==> src/rtl/acs_regs.svh <==
/*
 * Offsets, field positions, reset values and timing counts of the conversion sequencer.
 * Assumes inclusion by bare name from the package and the design modules.
 */
`ifndef ACS_REGS_SVH
`define ACS_REGS_SVH

// ****************************************************************
// Register offsets (byte addresses)
// ****************************************************************
`define ACS_OFF_CFG0 12'h000
`define ACS_OFF_CHSEL 12'h004
`define ACS_OFF_DATA_BASE 12'h040
`define ACS_OFF_DATA_LAST 12'h07C

// ****************************************************************
// Field positions
// ****************************************************************
`define ACS_CFG0_AUTO 0
`define ACS_CFG0_RANGE2X 1
`define ACS_CFG0_BUSY 2
`define ACS_CFG0_READY 7
`define ACS_CFG0_SOFTCONV 15
`define ACS_CHSEL_DIFF0 16
`define ACS_CHSEL_DIFF1 17

// ****************************************************************
// Reset values
// ****************************************************************
`define ACS_RST_CHMASK 16'h0000
`define ACS_RST_DIFF 2'h0
`define ACS_RST_RESULT 12'h000

// ****************************************************************
// Timing
// ****************************************************************
`define ACS_CLK_KHZ 20000
`define ACS_SAMPLE_RATE_KSPS 500
`define ACS_SLOT_CYCLES (`ACS_CLK_KHZ / `ACS_SAMPLE_RATE_KSPS)
`define ACS_READY_PULSE_US 1
`define ACS_READY_PULSE_CYCLES (`ACS_READY_PULSE_US * `ACS_CLK_KHZ / 1000)

`endif

==> src/rtl/acs_pkg.sv <==
/*
 * Types shared by the conversion sequencer modules.
 * Assumes the register header sits beside it.
 */
`include "acs_regs.svh"

package acs_pkg;

  // Sequencer states
  typedef enum logic [0:0] {
    ACS_IDLE,
    ACS_CONVERT
  } acs_state_t;

  // Channel index
  typedef logic [3:0] acs_chan_t;

  // One conversion result
  typedef logic [11:0] acs_result_t;

endpackage : acs_pkg

==> src/rtl/acs_pin_sync.sv <==
/*
 * Three-stage synchroniser for an asynchronous pin with a falling-edge pulse.
 * Assumes the pin is quiet for longer than two clock periods around each change.
 */
`timescale 1ns/1ps

module acs_pin_sync (
  input wire logic clk, // System clock
  input wire logic reset, // Synchronous reset, active high
  input wire logic pin, // Asynchronous pin level
  output logic level, // Settled pin level
  output logic fall // One-cycle pulse on a settled falling edge
);

  logic stage1;
  logic stage2;
  logic stage3;

  // Three flops; only stage1 feeds stage2
  always_ff @(posedge clk) begin
    if (reset) begin
      stage1 <= 1'b1;
      stage2 <= 1'b1;
      stage3 <= 1'b1;
    end else begin
      stage1 <= pin;
      stage2 <= stage1;
      stage3 <= stage2;
    end
  end

  // A change counts once the second and third stages agree
  always_ff @(posedge clk) begin
    if (reset) begin
      level <= 1'b1;
      fall <= 1'b0;
    end else begin
      fall <= 1'b0;
      if (stage2 == stage3 && stage3 != level) begin
        level <= stage3;
        fall <= ~stage3;
      end
    end
  end

endmodule : acs_pin_sync

==> src/rtl/acs_conv_seq.sv <==
/*
 * Conversion sequencer for a 16-channel SAR converter with an APB register file.
 * Assumes the analog front end converts the channel on afeChannel during each
 * slot and presents a settled code on afeData by the slot's last cycle.
 */
// The implementer's own choices: the placing of the registers and register access over APB.
// Behaviour
// - Sixteen channels, 0 to 15, share one converter at 500 kSPS.
// - Channels 4-15 single-ended; 0-3 four single or two differential pairs.
// - Range selectable between one and two times reference.
// - A differential pair converts only the difference, signed span.
// - Single-ended results straight binary, differential results two's complement.
// - Sequence starts on pin falling edge or software trigger bit write.
// - Enabled channels convert one after another, in ascending order.
// - A new software trigger abandons the current channel and restarts the sequence.
// - Pin trigger mid-channel lets the channel finish, then restarts the cycle.
// - Each finished channel result goes at once into its staging register.
// - After the last channel all staging registers copy into result registers.
// - Result registers hold while a host read of results is in progress.
// - Channel n result lands in result register n.
// - Direct mode: after the group, flag set and ready pin driven low.
// - Automatic mode: one 1 us low pulse on ready pin per pass.
`timescale 1ns/1ps
`include "acs_regs.svh"

module acs_conv_seq
  import acs_pkg::*;
#(
  parameter int SLOT_CYCLES = `ACS_SLOT_CYCLES,
  parameter int PULSE_CYCLES = `ACS_READY_PULSE_CYCLES
) (
  input wire logic clk, // System clock, 20 MHz
  input wire logic reset, // Synchronous reset, active high
  input wire logic psel, // APB select
  input wire logic penable, // APB access phase
  input wire logic pwrite, // APB direction, high for write
  input wire logic [11:0] paddr, // APB byte address
  input wire logic [31:0] pwdata, // APB write data
  output logic [31:0] prdata, // APB read data
  output logic pready, // APB ready
  output logic pslverr, // APB error on unmapped address
  input wire logic ext_convert_trigger_n, // Convert trigger pin, falling edge
  output logic results_ready_n, // Results ready pin, active low
  output logic [3:0] afeChannel, // Channel under conversion
  output logic afeDiff, // Differential pairing for this slot
  output logic afeRange2x, // Doubled input range
  output logic afeSample, // One-cycle pulse starting a slot
  input wire logic [11:0] afeData // Raw code, offset binary when differential
);

  // ****************************************************************
  // Declarations
  // ****************************************************************
  acs_state_t state;
  acs_chan_t chan;
  logic [7:0] slotCnt;
  logic [7:0] pulseCnt;
  logic [15:0] chMask;
  logic [1:0] diffPair;
  logic autoMode;
  logic range2x;
  logic results_ready_flag;
  logic pinPending;
  logic copyPending;
  logic [11:0] staging_register [16];
  logic [11:0] result [16];
  logic pinFall;
  logic setupPhase;
  logic accessWrite;
  logic isData;
  logic hostXfer;
  logic dataRead;
  logic softTrig;
  logic anyTrig;
  logic slotEnd;
  logic lastChan;
  logic copyNow;
  logic [15:0] effMask;
  logic [4:0] firstChan;
  logic [4:0] followChan;
  logic [3:0] dataIdx;

  // ****************************************************************
  // Helpers
  // ****************************************************************

  // Next enabled channel at or above start; bit 4 set when none
  function automatic logic [4:0] seekChan(input logic [15:0] mask, input logic [4:0] start);
    logic [4:0] found;
    found = 5'h10;
    for (int i = 15; i >= 0; i--) begin
      if (mask[i] && 5'(i) >= start) begin
        found = 5'(i);
      end
    end
    return found;
  endfunction : seekChan

  // Differential slot when channel is the lower one of an enabled pair
  function automatic logic isDiffChan(input logic [3:0] ch, input logic [1:0] pairs);
    return (ch == 4'h0 && pairs[0]) || (ch == 4'h2 && pairs[1]);
  endfunction : isDiffChan

  // Offset binary becomes two's complement; single-ended stays straight
  function automatic logic [11:0] formatCode(input logic [11:0] raw, input logic diff);
    return diff ? {~raw[11], raw[10:0]} : raw;
  endfunction : formatCode

  // ****************************************************************
  // Trigger pin synchroniser
  // ****************************************************************
  acs_pin_sync u_trig_sync (
    .clk(clk),
    .reset(reset),
    .pin(ext_convert_trigger_n),
    .level(),
    .fall(pinFall)
  );

  // ****************************************************************
  // Bus decode
  // ****************************************************************

  // Phases, data window and trigger events
  assign setupPhase = psel && !penable;
  assign accessWrite = psel && penable && pwrite;
  assign isData = paddr >= `ACS_OFF_DATA_BASE && paddr <= `ACS_OFF_DATA_LAST && paddr[1:0] == 2'h0;
  assign dataIdx = paddr[5:2];
  assign hostXfer = psel && !pwrite && isData;
  assign dataRead = hostXfer && penable;
  assign softTrig = accessWrite && paddr == `ACS_OFF_CFG0 && pwdata[`ACS_CFG0_SOFTCONV];
  assign anyTrig = softTrig || pinFall;
  assign pready = 1'b1;

  // Upper channel of a differential pair is folded into the lower one
  assign effMask = chMask & ~{12'h000, diffPair[1], 1'b0, diffPair[0], 1'b0};
  assign firstChan = seekChan(effMask, 5'h00);
  assign followChan = seekChan(effMask, 5'({1'b0, chan} + 5'h01));
  assign slotEnd = state == ACS_CONVERT && slotCnt == 8'(SLOT_CYCLES - 1);
  assign lastChan = followChan[4];
  assign copyNow = copyPending && !hostXfer;

  // Read data and error are captured in the setup phase
  always_ff @(posedge clk) begin
    if (reset) begin
      prdata <= 32'h00000000;
      pslverr <= 1'b0;
    end else if (setupPhase) begin
      prdata <= 32'h00000000;
      pslverr <= 1'b0;
      if (paddr == `ACS_OFF_CFG0) begin
        prdata[`ACS_CFG0_AUTO] <= autoMode;
        prdata[`ACS_CFG0_RANGE2X] <= range2x;
        prdata[`ACS_CFG0_BUSY] <= state == ACS_CONVERT;
        prdata[`ACS_CFG0_READY] <= results_ready_flag;
      end else if (paddr == `ACS_OFF_CHSEL) begin
        prdata <= {14'h0000, diffPair, chMask};
      end else if (isData) begin
        prdata <= {20'h00000, result[dataIdx]};
      end else begin
        pslverr <= 1'b1;
      end
    end
  end

  // Configuration writes
  always_ff @(posedge clk) begin
    if (reset) begin
      autoMode <= 1'b0;
      range2x <= 1'b0;
      chMask <= `ACS_RST_CHMASK;
      diffPair <= `ACS_RST_DIFF;
    end else if (accessWrite) begin
      if (paddr == `ACS_OFF_CFG0) begin
        autoMode <= pwdata[`ACS_CFG0_AUTO];
        range2x <= pwdata[`ACS_CFG0_RANGE2X];
      end else if (paddr == `ACS_OFF_CHSEL) begin
        chMask <= pwdata[15:0];
        diffPair <= pwdata[`ACS_CHSEL_DIFF1:`ACS_CHSEL_DIFF0];
      end
    end
  end

  // ****************************************************************
  // Sequencer
  // ****************************************************************

  // Channel stepping, abort and repeat
  always_ff @(posedge clk) begin
    if (reset) begin
      state <= ACS_IDLE;
      chan <= 4'h0;
      slotCnt <= 8'h00;
      pinPending <= 1'b0;
      afeSample <= 1'b0;
    end else begin
      afeSample <= 1'b0;
      case (state)
        ACS_IDLE: begin
          pinPending <= 1'b0;
          if (anyTrig && !firstChan[4]) begin
            state <= ACS_CONVERT;
            chan <= firstChan[3:0];
            slotCnt <= 8'h00;
            afeSample <= 1'b1;
          end
        end
        ACS_CONVERT: begin
          slotCnt <= slotCnt + 8'h01;
          if (softTrig) begin
            pinPending <= 1'b0;
            slotCnt <= 8'h00;
            chan <= firstChan[3:0];
            afeSample <= !firstChan[4];
            if (firstChan[4]) begin
              state <= ACS_IDLE;
            end
          end else if (slotEnd) begin
            slotCnt <= 8'h00;
            pinPending <= 1'b0;
            if (pinPending || pinFall || (lastChan && autoMode)) begin
              chan <= firstChan[3:0];
              afeSample <= !firstChan[4];
              if (firstChan[4]) begin
                state <= ACS_IDLE;
              end
            end else if (lastChan) begin
              state <= ACS_IDLE;
            end else begin
              chan <= followChan[3:0];
              afeSample <= 1'b1;
            end
          end else if (pinFall) begin
            pinPending <= 1'b1;
          end
        end
        default: begin
          state <= ACS_IDLE;
        end
      endcase
    end
  end

  // Front-end steering
  always_ff @(posedge clk) begin
    if (reset) begin
      afeChannel <= 4'h0;
      afeDiff <= 1'b0;
      afeRange2x <= 1'b0;
    end else begin
      afeChannel <= chan;
      afeDiff <= isDiffChan(chan, diffPair);
      afeRange2x <= range2x;
    end
  end

  // ****************************************************************
  // Double buffer
  // ****************************************************************

  // First stage takes each channel as it finishes
  always_ff @(posedge clk) begin
    if (reset) begin
      for (int i = 0; i < 16; i++) begin
        staging_register[i] <= `ACS_RST_RESULT;
      end
    end else if (slotEnd && !softTrig) begin
      staging_register[chan] <= formatCode(afeData, isDiffChan(chan, diffPair));
    end
  end

  // Copy is requested at the end of a pass and deferred past host reads
  always_ff @(posedge clk) begin
    if (reset) begin
      copyPending <= 1'b0;
    end else if (slotEnd && !softTrig && !pinPending && !pinFall && lastChan) begin
      copyPending <= 1'b1;
    end else if (copyNow) begin
      copyPending <= 1'b0;
    end
  end

  // Second stage copies all channels at once
  always_ff @(posedge clk) begin
    if (reset) begin
      for (int i = 0; i < 16; i++) begin
        result[i] <= `ACS_RST_RESULT;
      end
    end else if (copyNow) begin
      for (int i = 0; i < 16; i++) begin
        result[i] <= staging_register[i];
      end
    end
  end

  // ****************************************************************
  // Results ready
  // ****************************************************************

  // Flag is set by a completed copy; set wins over clear
  always_ff @(posedge clk) begin
    if (reset) begin
      results_ready_flag <= 1'b0;
    end else if (copyNow) begin
      results_ready_flag <= 1'b1;
    end else if (dataRead || anyTrig) begin
      results_ready_flag <= 1'b0;
    end
  end

  // Pulse timer for automatic mode
  always_ff @(posedge clk) begin
    if (reset) begin
      pulseCnt <= 8'h00;
    end else if (copyNow && autoMode) begin
      pulseCnt <= 8'(PULSE_CYCLES);
    end else if (pulseCnt != 8'h00) begin
      pulseCnt <= pulseCnt - 8'h01;
    end
  end

  // Pin follows the flag in direct mode and the pulse in automatic mode
  always_ff @(posedge clk) begin
    if (reset) begin
      results_ready_n <= 1'b1;
    end else if (autoMode) begin
      results_ready_n <= !((copyNow) || pulseCnt > 8'h01);
    end else begin
      results_ready_n <= !(copyNow || (results_ready_flag && !(dataRead || anyTrig)));
    end
  end

endmodule : acs_conv_seq

==> config.mk <==
export PLATFORM = sky130hd
export DESIGN_NAME = acs_conv_seq
export DESIGN_NICKNAME = d
export VERILOG_FILES = /design/src/rtl/acs_pkg.sv /design/src/rtl/acs_pin_sync.sv /design/src/rtl/acs_conv_seq.sv
export VERILOG_INCLUDE_DIRS = /design/src /design/src/rtl
export SDC_FILE = /design/constraint.sdc
export NUM_CORES = 1
export LEC_CHECK = 0
export BUFFER_PORTS_ARGS = -buffer_cell sky130_fd_sc_hd__buf_2
export CORE_AREA = 2 2 203 205
export CTS_CLUSTER_SIZE = 14
export DETAILED_ROUTE_END_ITERATION = 7
export DIE_AREA = 0 0 205 207
export PLACE_DENSITY = 0.65
export SLEW_MARGIN = 25
export SYNTH_ARGS = -nofsm -noshare
export SYNTH_HDL_FRONTEND = slang
export SYNTH_SLANG_ARGS = --single-unit
==> constraint.sdc <==
create_clock -name clk -period 14.7 [get_ports clk]
set_input_delay 4.41 -clock clk [delete_from_list [all_inputs] [get_ports clk]]
set_output_delay 4.41 -clock clk [all_outputs]
set_load 0.1 [all_outputs]
==> impl_metrics.ini, run 1 <==
[run_status]
outcome = finished clean

[clock_tree]
numCtsBuffers = 48
cts_setup_buffers = 0
hold_buffers = 0
cts_resized = 0
insertion_delay_ps = 590
cts_tree = yes
ctsRootBufferMaster = clkbuf_16
cts_sinks = 460
ctsHtreeMaxLevel = 2
path_clk_slew_ps = 50
cts_max_path_buffers = 3

[synth]
synth.yosys.seq_area_share = 0.658
synth-seq-cells = 460
synthTopCellsByArea = edfxtp_1 58%, and2_1 9.4%, dfxtp_1 7.7%, mux4_2 6.8%, nor2b_1 2.8%
ys.flop_type = edfxtp_1
netlist-cell-type-count = 68
synth_top_area_frac = 0.581
synth_top_cell_by_area = edfxtp_1
synthArstFlopShare = 0
syn-cell-area_um2 = 19900
syn_inst = 1439
synth-edff-count = 384
synth_area_per_cell_um2 = 13.8
yosys_warnings = 0

[placement]
dp_hpwl_mm = 27.1
place.gp.congestion = 0.866
port_buffers = 74

[power_and_ir_drop]
p_switching_mw = 0.639
ir_worst_vdd_mv = 0.101
power.density_nw_per_um2 = 130
combPwrFrac = 0.064
total_leakage_power_nw = 8.00
p_seq_frac = 0.520
power.internal_mw = 2.23
clkPwrFrac = 0.415
switching_share = 0.223
total_power_mw = 2.87

[finish]
fillCellCount = 3338
area_growth_pct = 11.4
layout_commonest_cell = edfxtp_1
diodes = 0
fin_util = 0.548
drive_gt1_frac = 0.172
multi_input_area_um2 = 6300
most-common-layout-cells = 384 x edfxtp_1, 299 x and2_1, 97 x nor2_1
seq_area_um2 = 13100
layout.nets = 1549

[detailed_routing]
wl_per_cell_um = 21.2
vias = 11200
postRouteAntennaNets = 0
initialDrtViolationCount = 965
via_per_inst = 5.44
drc = 0
firstDrtPassIters = 5
wirelength_mm = 43.5

[sta]
slew_headroom = 0.346
min_period_over_period = 0.548
hold_slack_ps = 407
rsz0062_at_grt = false
tns_ps = 0
finalHoldViolCount = 0
setup_viol = 0
skew_ps = 20.9
final.min_clock_period_ps = 8060
slew_viol_final = 0
clock.fmax_mhz = 124
max_slew.worst_pin.slew_ps = 981

[job]
maxCapViolCount = 0

[worst_setup_path]
path_class = input pin to flop
start_kind = input pin
critPathMaxFanout = 49
cp.required_ps = 14920
critical_path_arrival_ps = 8280
crit_path_end_kind = flop

[global_route]
antenna_found_initial = 2
grt_pass1_wl_mm = 65.4
grt_pass1_vias = 10900
grt-ovfl-total = 0
grt_max_degree = 121
grt_util_all_layers = 0.207

[floorplan]
rows = 74
die-area_um2 = 42400
die_h_um = 207
start_util = 0.492
pin_count = 104
core_um2 = 40400
die_x_um = 205

[min_path]
hold_class = flop to flop
==> final timing paths <==
kind	start	end	slack, ps	cells past startpoint
worst max-delay path	paddr[3]	staging_register[3][3]$_SDFFCE_PN0P_	6640	9
worst min register to register	u_trig_sync.stage1$_SDFF_PP1_	u_trig_sync.stage2$_SDFF_PP1_	410	1
worst max register to register	chan[0]$_SDFFE_PP0P_	chan[1]$_SDFFE_PP0P_	10960	9
worst min-delay path	u_trig_sync.stage1$_SDFF_PP1_	u_trig_sync.stage2$_SDFF_PP1_	410	1
==> layout make-up <==
| class | count | share of cell area |
|---|---|---|
| Sequential cell | 460 | 0.590 |
| Clock inverter | 21 | 0.00905 |
| Inverter | 14 | 0.00238 |
| Timing Repair Buffer | 91 | 0.0229 |
| Clock buffer | 69 | 0.0606 |
| Tap cell | 532 | 0.0301 |
| Multi-Input combinational cell | 865 | 0.285 |
==> critical path: stages <==
cell     delay [ps]
buf_2            80
buf_4           610
nor4_1          140
nand3_1         480
nor2_1          230
nor3_1          470
nand2_1         440
nor2_1          880
or2_2           510
==> synth_stat cells (7+ instances only) <==
master and count:
edfxtp_1 384, inv_1 14, o21ai_0 19, or2_2 24
nand3b_1 7, nor3_1 36, buf_4 16, a211oi_1 8
a21oi_1 31, mux4_2 60, mux2i_1 21, a22oi_1 9
nand2_1 20, and2_1 299, clkbuf_1 80, buf_2 10
nor2_1 97, nand3_1 13, a222oi_1 9, nand2b_1 10
ha_1 7, nor2b_1 90, o31ai_1 7, dfxtp_1 76
==> layer usage <==
metal,GRT usage,vias up,part of all wire
met1,0.272,5531,0.42
met3,0.0352,76,0.050
li1,-,5265,-
met5,0,-,0
met2,0.351,295,0.50
met4,0.0675,0,0.029
==> power groups by stage <==
stage                     Sequential (mW)  Combinational [mW]  Clock [mW]
final                                1.49               0.185        1.19
after global placement               1.52               0.184           0
after detailed placement             1.52               0.187           0
after global routing                 1.50               0.202        1.27
after CTS                            1.49               0.187        1.21
after floorplan                      1.52               0.132           0
==> state kept, by name, summed over array words and instances, names as in the netlist, 2 cells and up <==
signal            cells
result              192
staging_register    192
prdata               18
chMask               16
pulseCnt              8
slotCnt               8
afeChannel            4
chan                  4
diffPair              2
==> stage by stage <==
stage	instance area, um^2	worst slack [ps]	instances
final	22100	6640	2052
after global routing	22100	6330	2052
after CTS	22100	6610	2052
after detailed placement	20600	6000	1962
after global placement	20600	5980	1962
after floorplan	19900	6900	1452
==> cell families (layout without fill, tap and decap cells) <==
logic type      count (synthesis)  after routing  share of synthesized area
simple gates                  635            635                      0.185
flops                         460            460                      0.658
buf+inv                       127            195                     0.0280
compound gates                121            121                     0.0430
mux                            81             81                     0.0787
fa+ha+maj                       7              7                    0.00441
xor+xnor                        6              6                    0.00265
other cells                     2             15                   0.000378
No activity file was read; power rests on OpenSTA's default activity.
==> run 2: changes to the inputs <==
Settings changed: PLACE_DENSITY 0.65 to 0.67.
Clock period 14.7 ns to 7.4 ns, I/O delays scaled along.
==> run 2 against run 1 <==
  * Worst setup slack got worse by 4300 ps
  * Critical path depth stayed put
  * Cell area shrank 0.21%
  * Sequential share of layout area up 0.12 points
  * Total power grew 94%
  * Wire length fell by 3.2%
  * Die area stayed put
  * Count of clock-buffer cells in the layout shrank 10
  * Non-clock buffer count increased by 9
  * Clock skew is 4.5 ps lower
  * Flip-flop and latch count unchanged
  * Via count hardly changed
  * Critical path type unchanged
  * Largest power group unchanged
==> impl_metrics.ini, run 2 (synthesis results as in run 1) <==
[detailed_routing]
firstDrtPassIters = 4
wirelength_mm = 42.1
via_per_inst = 5.42
drc = 0
initialDrtViolationCount = 930
wl_per_cell_um = 20.5
postRouteAntennaNets = 0
vias = 11200

[job]
maxCapViolCount = 0

[global_route]
antenna_found_initial = 0
grt_pass1_vias = 11000
grt-ovfl-total = 0
grt_pass1_wl_mm = 64.1
grt_util_all_layers = 0.202
grt_max_degree = 121

[clock_tree]
numCtsBuffers = 47
ctsRootBufferMaster = clkbuf_16
cts_sinks = 460
cts_setup_buffers = 0
cts_tree = yes
ctsHtreeMaxLevel = 2
hold_buffers = 0
cts_max_path_buffers = 3
cts_resized = 0
insertion_delay_ps = 570
path_clk_slew_ps = 60

[worst_setup_path]
crit_path_end_kind = flop
critical_path_arrival_ps = 5320
start_kind = input pin
crit_path_max_incr_delay_ps = 580
critPathMaxFanout = 17
crit_top_cell = nor2_1
cp_slowest_cell = nor3_1
path_class = input pin to flop
cp.required_ps = 7620
cp_num_buf_inv = 2
crit_path_cell_trace = buf_2 -> nor4_1 -> nand3_1 -> nor2_1 -> nor3_1 -> nand2_1 -> nor2_1 -> buf_4 -> or2_2
path_delay_family = simple AND/OR/NAND/NOR gates

[finish]
drive_gt1_frac = 0.167
layout.nets = 1557
area_growth_pct = 11.2
most-common-layout-cells = 384 x edfxtp_1, 299 x and2_1, 97 x nor2_1
largest_registers = result: 192 flops, staging_register: 192 flops, prdata: 18 flops
fillCellCount = 3304
layout_commonest_cell = edfxtp_1

[sta]
slew_headroom = 0.317
min_period_over_period = 0.689
slew_viol_final = 0
skew_ps = 16.4
rsz0062_at_grt = false
tns_ps = 0
max_slew.worst_pin.slew_ps = 1020
setup_viol = 0
clock.fmax_mhz = 196
finalHoldViolCount = 0
final.min_clock_period_ps = 5100

[power_and_ir_drop]
total_leakage_power_nw = 7.98
total_power_mw = 5.55
switching_share = 0.221
power.internal_mw = 4.32
ir_worst_vdd_mv = 0.143
p_switching_mw = 1.23
power.density_nw_per_um2 = 251
p_seq_frac = 0.534
clkPwrFrac = 0.400
combPwrFrac = 0.066

[placement]
port_buffers = 74
dp_hpwl_mm = 26.6
place.gp.congestion = 0.920

[floorplan]
pin_count = 104
die-area_um2 = 42400
die_x_um = 205
die_h_um = 207
start_util = 0.492
core_um2 = 40400
rows = 74

[min_path]
hold_class = flop to flop

[run_status]
outcome = finished clean
run 2: cell types whose count changed in the layout (fill, tap and decap cells not counted), moves of 2 or more:
cell / previous run / this run
buf_4: 18 / 26
clkbuf_16: 49 / 47
clkbuf_2: 5 / 0
clkbuf_8: 3 / 0
clkinv_1: 4 / 13
run 2: routing by layer:
layer / track usage / part of all wire / vias to the layer above / wire length [um]
li1: - / - / 5270 / -
met1: 0.255 / 0.40 / 5515 / 17000
met2: 0.356 / 0.52 / 294 / 22000
met3: 0.0253 / 0.046 / 78 / 1960
met4: 0.0719 / 0.029 / 0 / 1230
met5: 0 / 0 / - / 0
run 2: cell type report:
type,instances,area [um^2],area share
Clock inverter,26,193,0.00873
Multi-Input combinational cell,865,6300,0.285
Clock buffer,59,1220,0.0553
Timing Repair Buffer,100,587,0.0266
Sequential cell,460,13100,0.591
Tap cell,532,666,0.0302
Antenna cell,1,2.50,0.000113
Inverter,14,52.6,0.00238
run 2: per-stage QoR:
stage	cells	hold WS (ps)	worst slack, ps	area [um^2]	util
5_1_grt	2056	426	2030	22100	0.547
2_1_floorplan	1452	389	1790	19900	-
3_3_place_gp	1970	399	1790	20600	0.511
6_report	2057	412	2300	22100	0.547
3_5_place_dp	1970	403	1770	20600	0.511
4_1_cts	2055	417	2330	22000	0.546
run 2: worst paths after layout:
| kind | start | to | slack (ps) | cells past startpoint |
|---|---|---|---|---|
| setup reg to reg | chan[0]$_SDFFE_PP0P_ | chan[1]$_SDFFE_PP0P_ | 3700 | 9 |
| hold reg to reg | u_trig_sync.stage1$_SDFF_PP1_ | u_trig_sync.stage2$_SDFF_PP1_ | 410 | 1 |
| hold / removal | u_trig_sync.stage1$_SDFF_PP1_ | u_trig_sync.stage2$_SDFF_PP1_ | 410 | 1 |
| setup / recovery | paddr[4] | staging_register[1][6]$_SDFFCE_PN0P_ | 2300 | 9 |
run 2: power by group through the flow:
stage               clock network, mW  registers [mW]  logic [mW]
floorplan                           0            3.01       0.262
global placement                    0            3.01       0.363
detailed placement                  0            3.02       0.369
CTS                              2.26            2.96       0.369
global route                     2.36            2.97       0.395
finish                           2.22            2.96       0.364
==> run 3: changes to the inputs <==
Clock period 7.4 ns to 4.24 ns, I/O delays scaled along.
==> run 3 against run 2 <==
  * Wire length up 1.5%
  * Sequential share of layout area is 0.61 points lower
  * Combinational power is 75% higher
  * Clock skew is 0.97 ps lower
  * Clock power rose by 89%
  * Non-clock buffer count increased by 3
  * Global-route usage increased by 0.31 points
  * Total power up 80%
  * Sequential power up 75%
  * Die area is the same
==> impl_metrics.ini, run 3 (synthesis results as in run 1) <==
[run_status]
outcome = finished clean

[worst_setup_path]
critPathMaxFanout = 12
crit_path_end_kind = flop
path_class = input pin to flop
reg2reg_depth = 8
start_kind = input pin
reg2reg_slack_ps = 750
critical_path_arrival_ps = 3850
startpoint = psel
cp.required_ps = 4480
r2r_start = slotCnt[3]$_SDFFE_PP0P_
cp-endpoint = staging_register[10][2]$_SDFFCE_PN0P_
r2r_end = staging_register[10][2]$_SDFFCE_PN0P_

[placement]
port_buffers = 74
dp_hpwl_mm = 27.6
dp.cells = 1973
place.gp.congestion = 0.903

[finish]
largest_registers = result: 192 flops, staging_register: 192 flops, prdata: 18 flops
fin_cells = 2060
diodes = 0
drive_gt1_frac = 0.174
seq_area_um2 = 13100
layout.nets = 1560
fillCellCount = 3240
multi_input_area_um2 = 6300
fin_util = 0.552
most-common-layout-cells = 384 x edfxtp_1, 299 x and2_1, 97 x nor2_1
area_growth_pct = 12.4
layout_commonest_cell = edfxtp_1

[sta]
tns_ps = 0
hold_slack_ps = 409
setup_viol = 0
max_slew.worst_pin.slew_ps = 1020
min_period_over_period = 0.851
finalHoldViolCount = 0
rsz0062_at_grt = false
clock.fmax_mhz = 277
skew_ps = 15.4
slew_viol_final = 0
slew_headroom = 0.319
final.min_clock_period_ps = 3610

[global_route]
grt-ovfl-total = 0
grt_max_degree = 160
antenna_found_initial = 2
grt_pass1_vias = 11100
grt_util_all_layers = 0.205
grt_pass1_wl_mm = 64.8

[floorplan]
pin_count = 104
start_util = 0.492
core_um2 = 40400
die-area_um2 = 42400
die_h_um = 207
die_x_um = 205
rows = 74

[job]
maxCapViolCount = 0

[detailed_routing]
vias = 11200
initialDrtViolationCount = 931
postRouteAntennaNets = 0
via_per_inst = 5.44
drc = 0
wl_per_cell_um = 20.7
firstDrtPassIters = 5
wirelength_mm = 42.7

[clock_tree]
path_clk_slew_ps = 60
numCtsBuffers = 47
cts_tree = yes
ctsRootBufferMaster = clkbuf_16
cts_sinks = 460
cts_max_path_buffers = 3
insertion_delay_ps = 580
cts_setup_buffers = 0
hold_buffers = 0
ctsHtreeMaxLevel = 2
cts_resized = 0

[min_path]
hold_class = flop to flop

[power_and_ir_drop]
power.density_nw_per_um2 = 449
ir_worst_vdd_mv = 0.272
total_leakage_power_nw = 8.08
[run 3: cell types whose count changed in the layout (fill, tap and decap cells not counted), sizes merged]
| cell | change |
|---|---|
| bufinv | +3 |
| diode | -1 |
| clkbuf | +1 |
| clkinv | -4 |
| clkinvlp | +1 |
| buf | +3 |
[run 3: how the worst min path moves through the flow]
stage | from | endpoint | cells after the start | slack, ps
5_1_grt | u_trig_sync.stage1$_SDFF_PP1_ | u_trig_sync.stage2$_SDFF_PP1_ | 1 | 420
6_report | u_trig_sync.stage1$_SDFF_PP1_ | u_trig_sync.stage2$_SDFF_PP1_ | 1 | 410
3_5_place_dp | u_trig_sync.stage1$_SDFF_PP1_ | u_trig_sync.stage2$_SDFF_PP1_ | 1 | 390
3_3_place_gp | u_trig_sync.stage1$_SDFF_PP1_ | u_trig_sync.stage2$_SDFF_PP1_ | 1 | 390
2_1_floorplan | u_trig_sync.stage1$_SDFF_PP1_ | u_trig_sync.stage2$_SDFF_PP1_ | 1 | 390
4_1_cts | u_trig_sync.stage1$_SDFF_PP1_ | u_trig_sync.stage2$_SDFF_PP1_ | 1 | 410
[run 3: metal layers]
layer | wire [um] | part of all wire | GRT usage | up-vias
met4 | 2020 | 0.047 | 0.102 | 0
met3 | 2290 | 0.054 | 0.0313 | 93
met1 | 17100 | 0.40 | 0.253 | 5523
met5 | 0 | 0 | 0 | -
met2 | 21400 | 0.50 | 0.350 | 318
li1 | - | - | - | 5276
[run 3: area by class of cell]
| cell class | instances | area share |
|---|---|---|
| sequential | 460 | 0.585 |
| multi-input combinational | 865 | 0.283 |
| clock buffer | 60 | 0.0577 |
| tap | 532 | 0.0298 |
| timing repair buffer | 103 | 0.0294 |
| clock inverter | 26 | 0.0127 |
| inverter | 14 | 0.00236 |
[run 3: where the power goes]
| group | internal, mW | switching, mW |
|---|---|---|
| Clock | 2.51 | 1.69 |
| Sequential | 5.11 | 0.0664 |
| Combinational | 0.230 | 0.408 |
[run 3: worst max-delay path: stages]
cell     delay [ps]
buf_2           120
nand3_1         120
or3b_2          210
nor2_1           70
nor3_1          240
buf_4           200
nand2_1         200
buf_4           210
nor2_1          710
or2_2           480
[run 3: through the flow]
step                      total power, mW  worst slack (ps)  instance area (um^2)
after floorplan                      5.71               502                 19900
after global routing                 10.3               535                 22300
after detailed placement             5.91              56.2                 20700
after CTS                            10.1               658                 22300
after global placement               5.89              86.0                 20700
final                                10.0               631                 22300
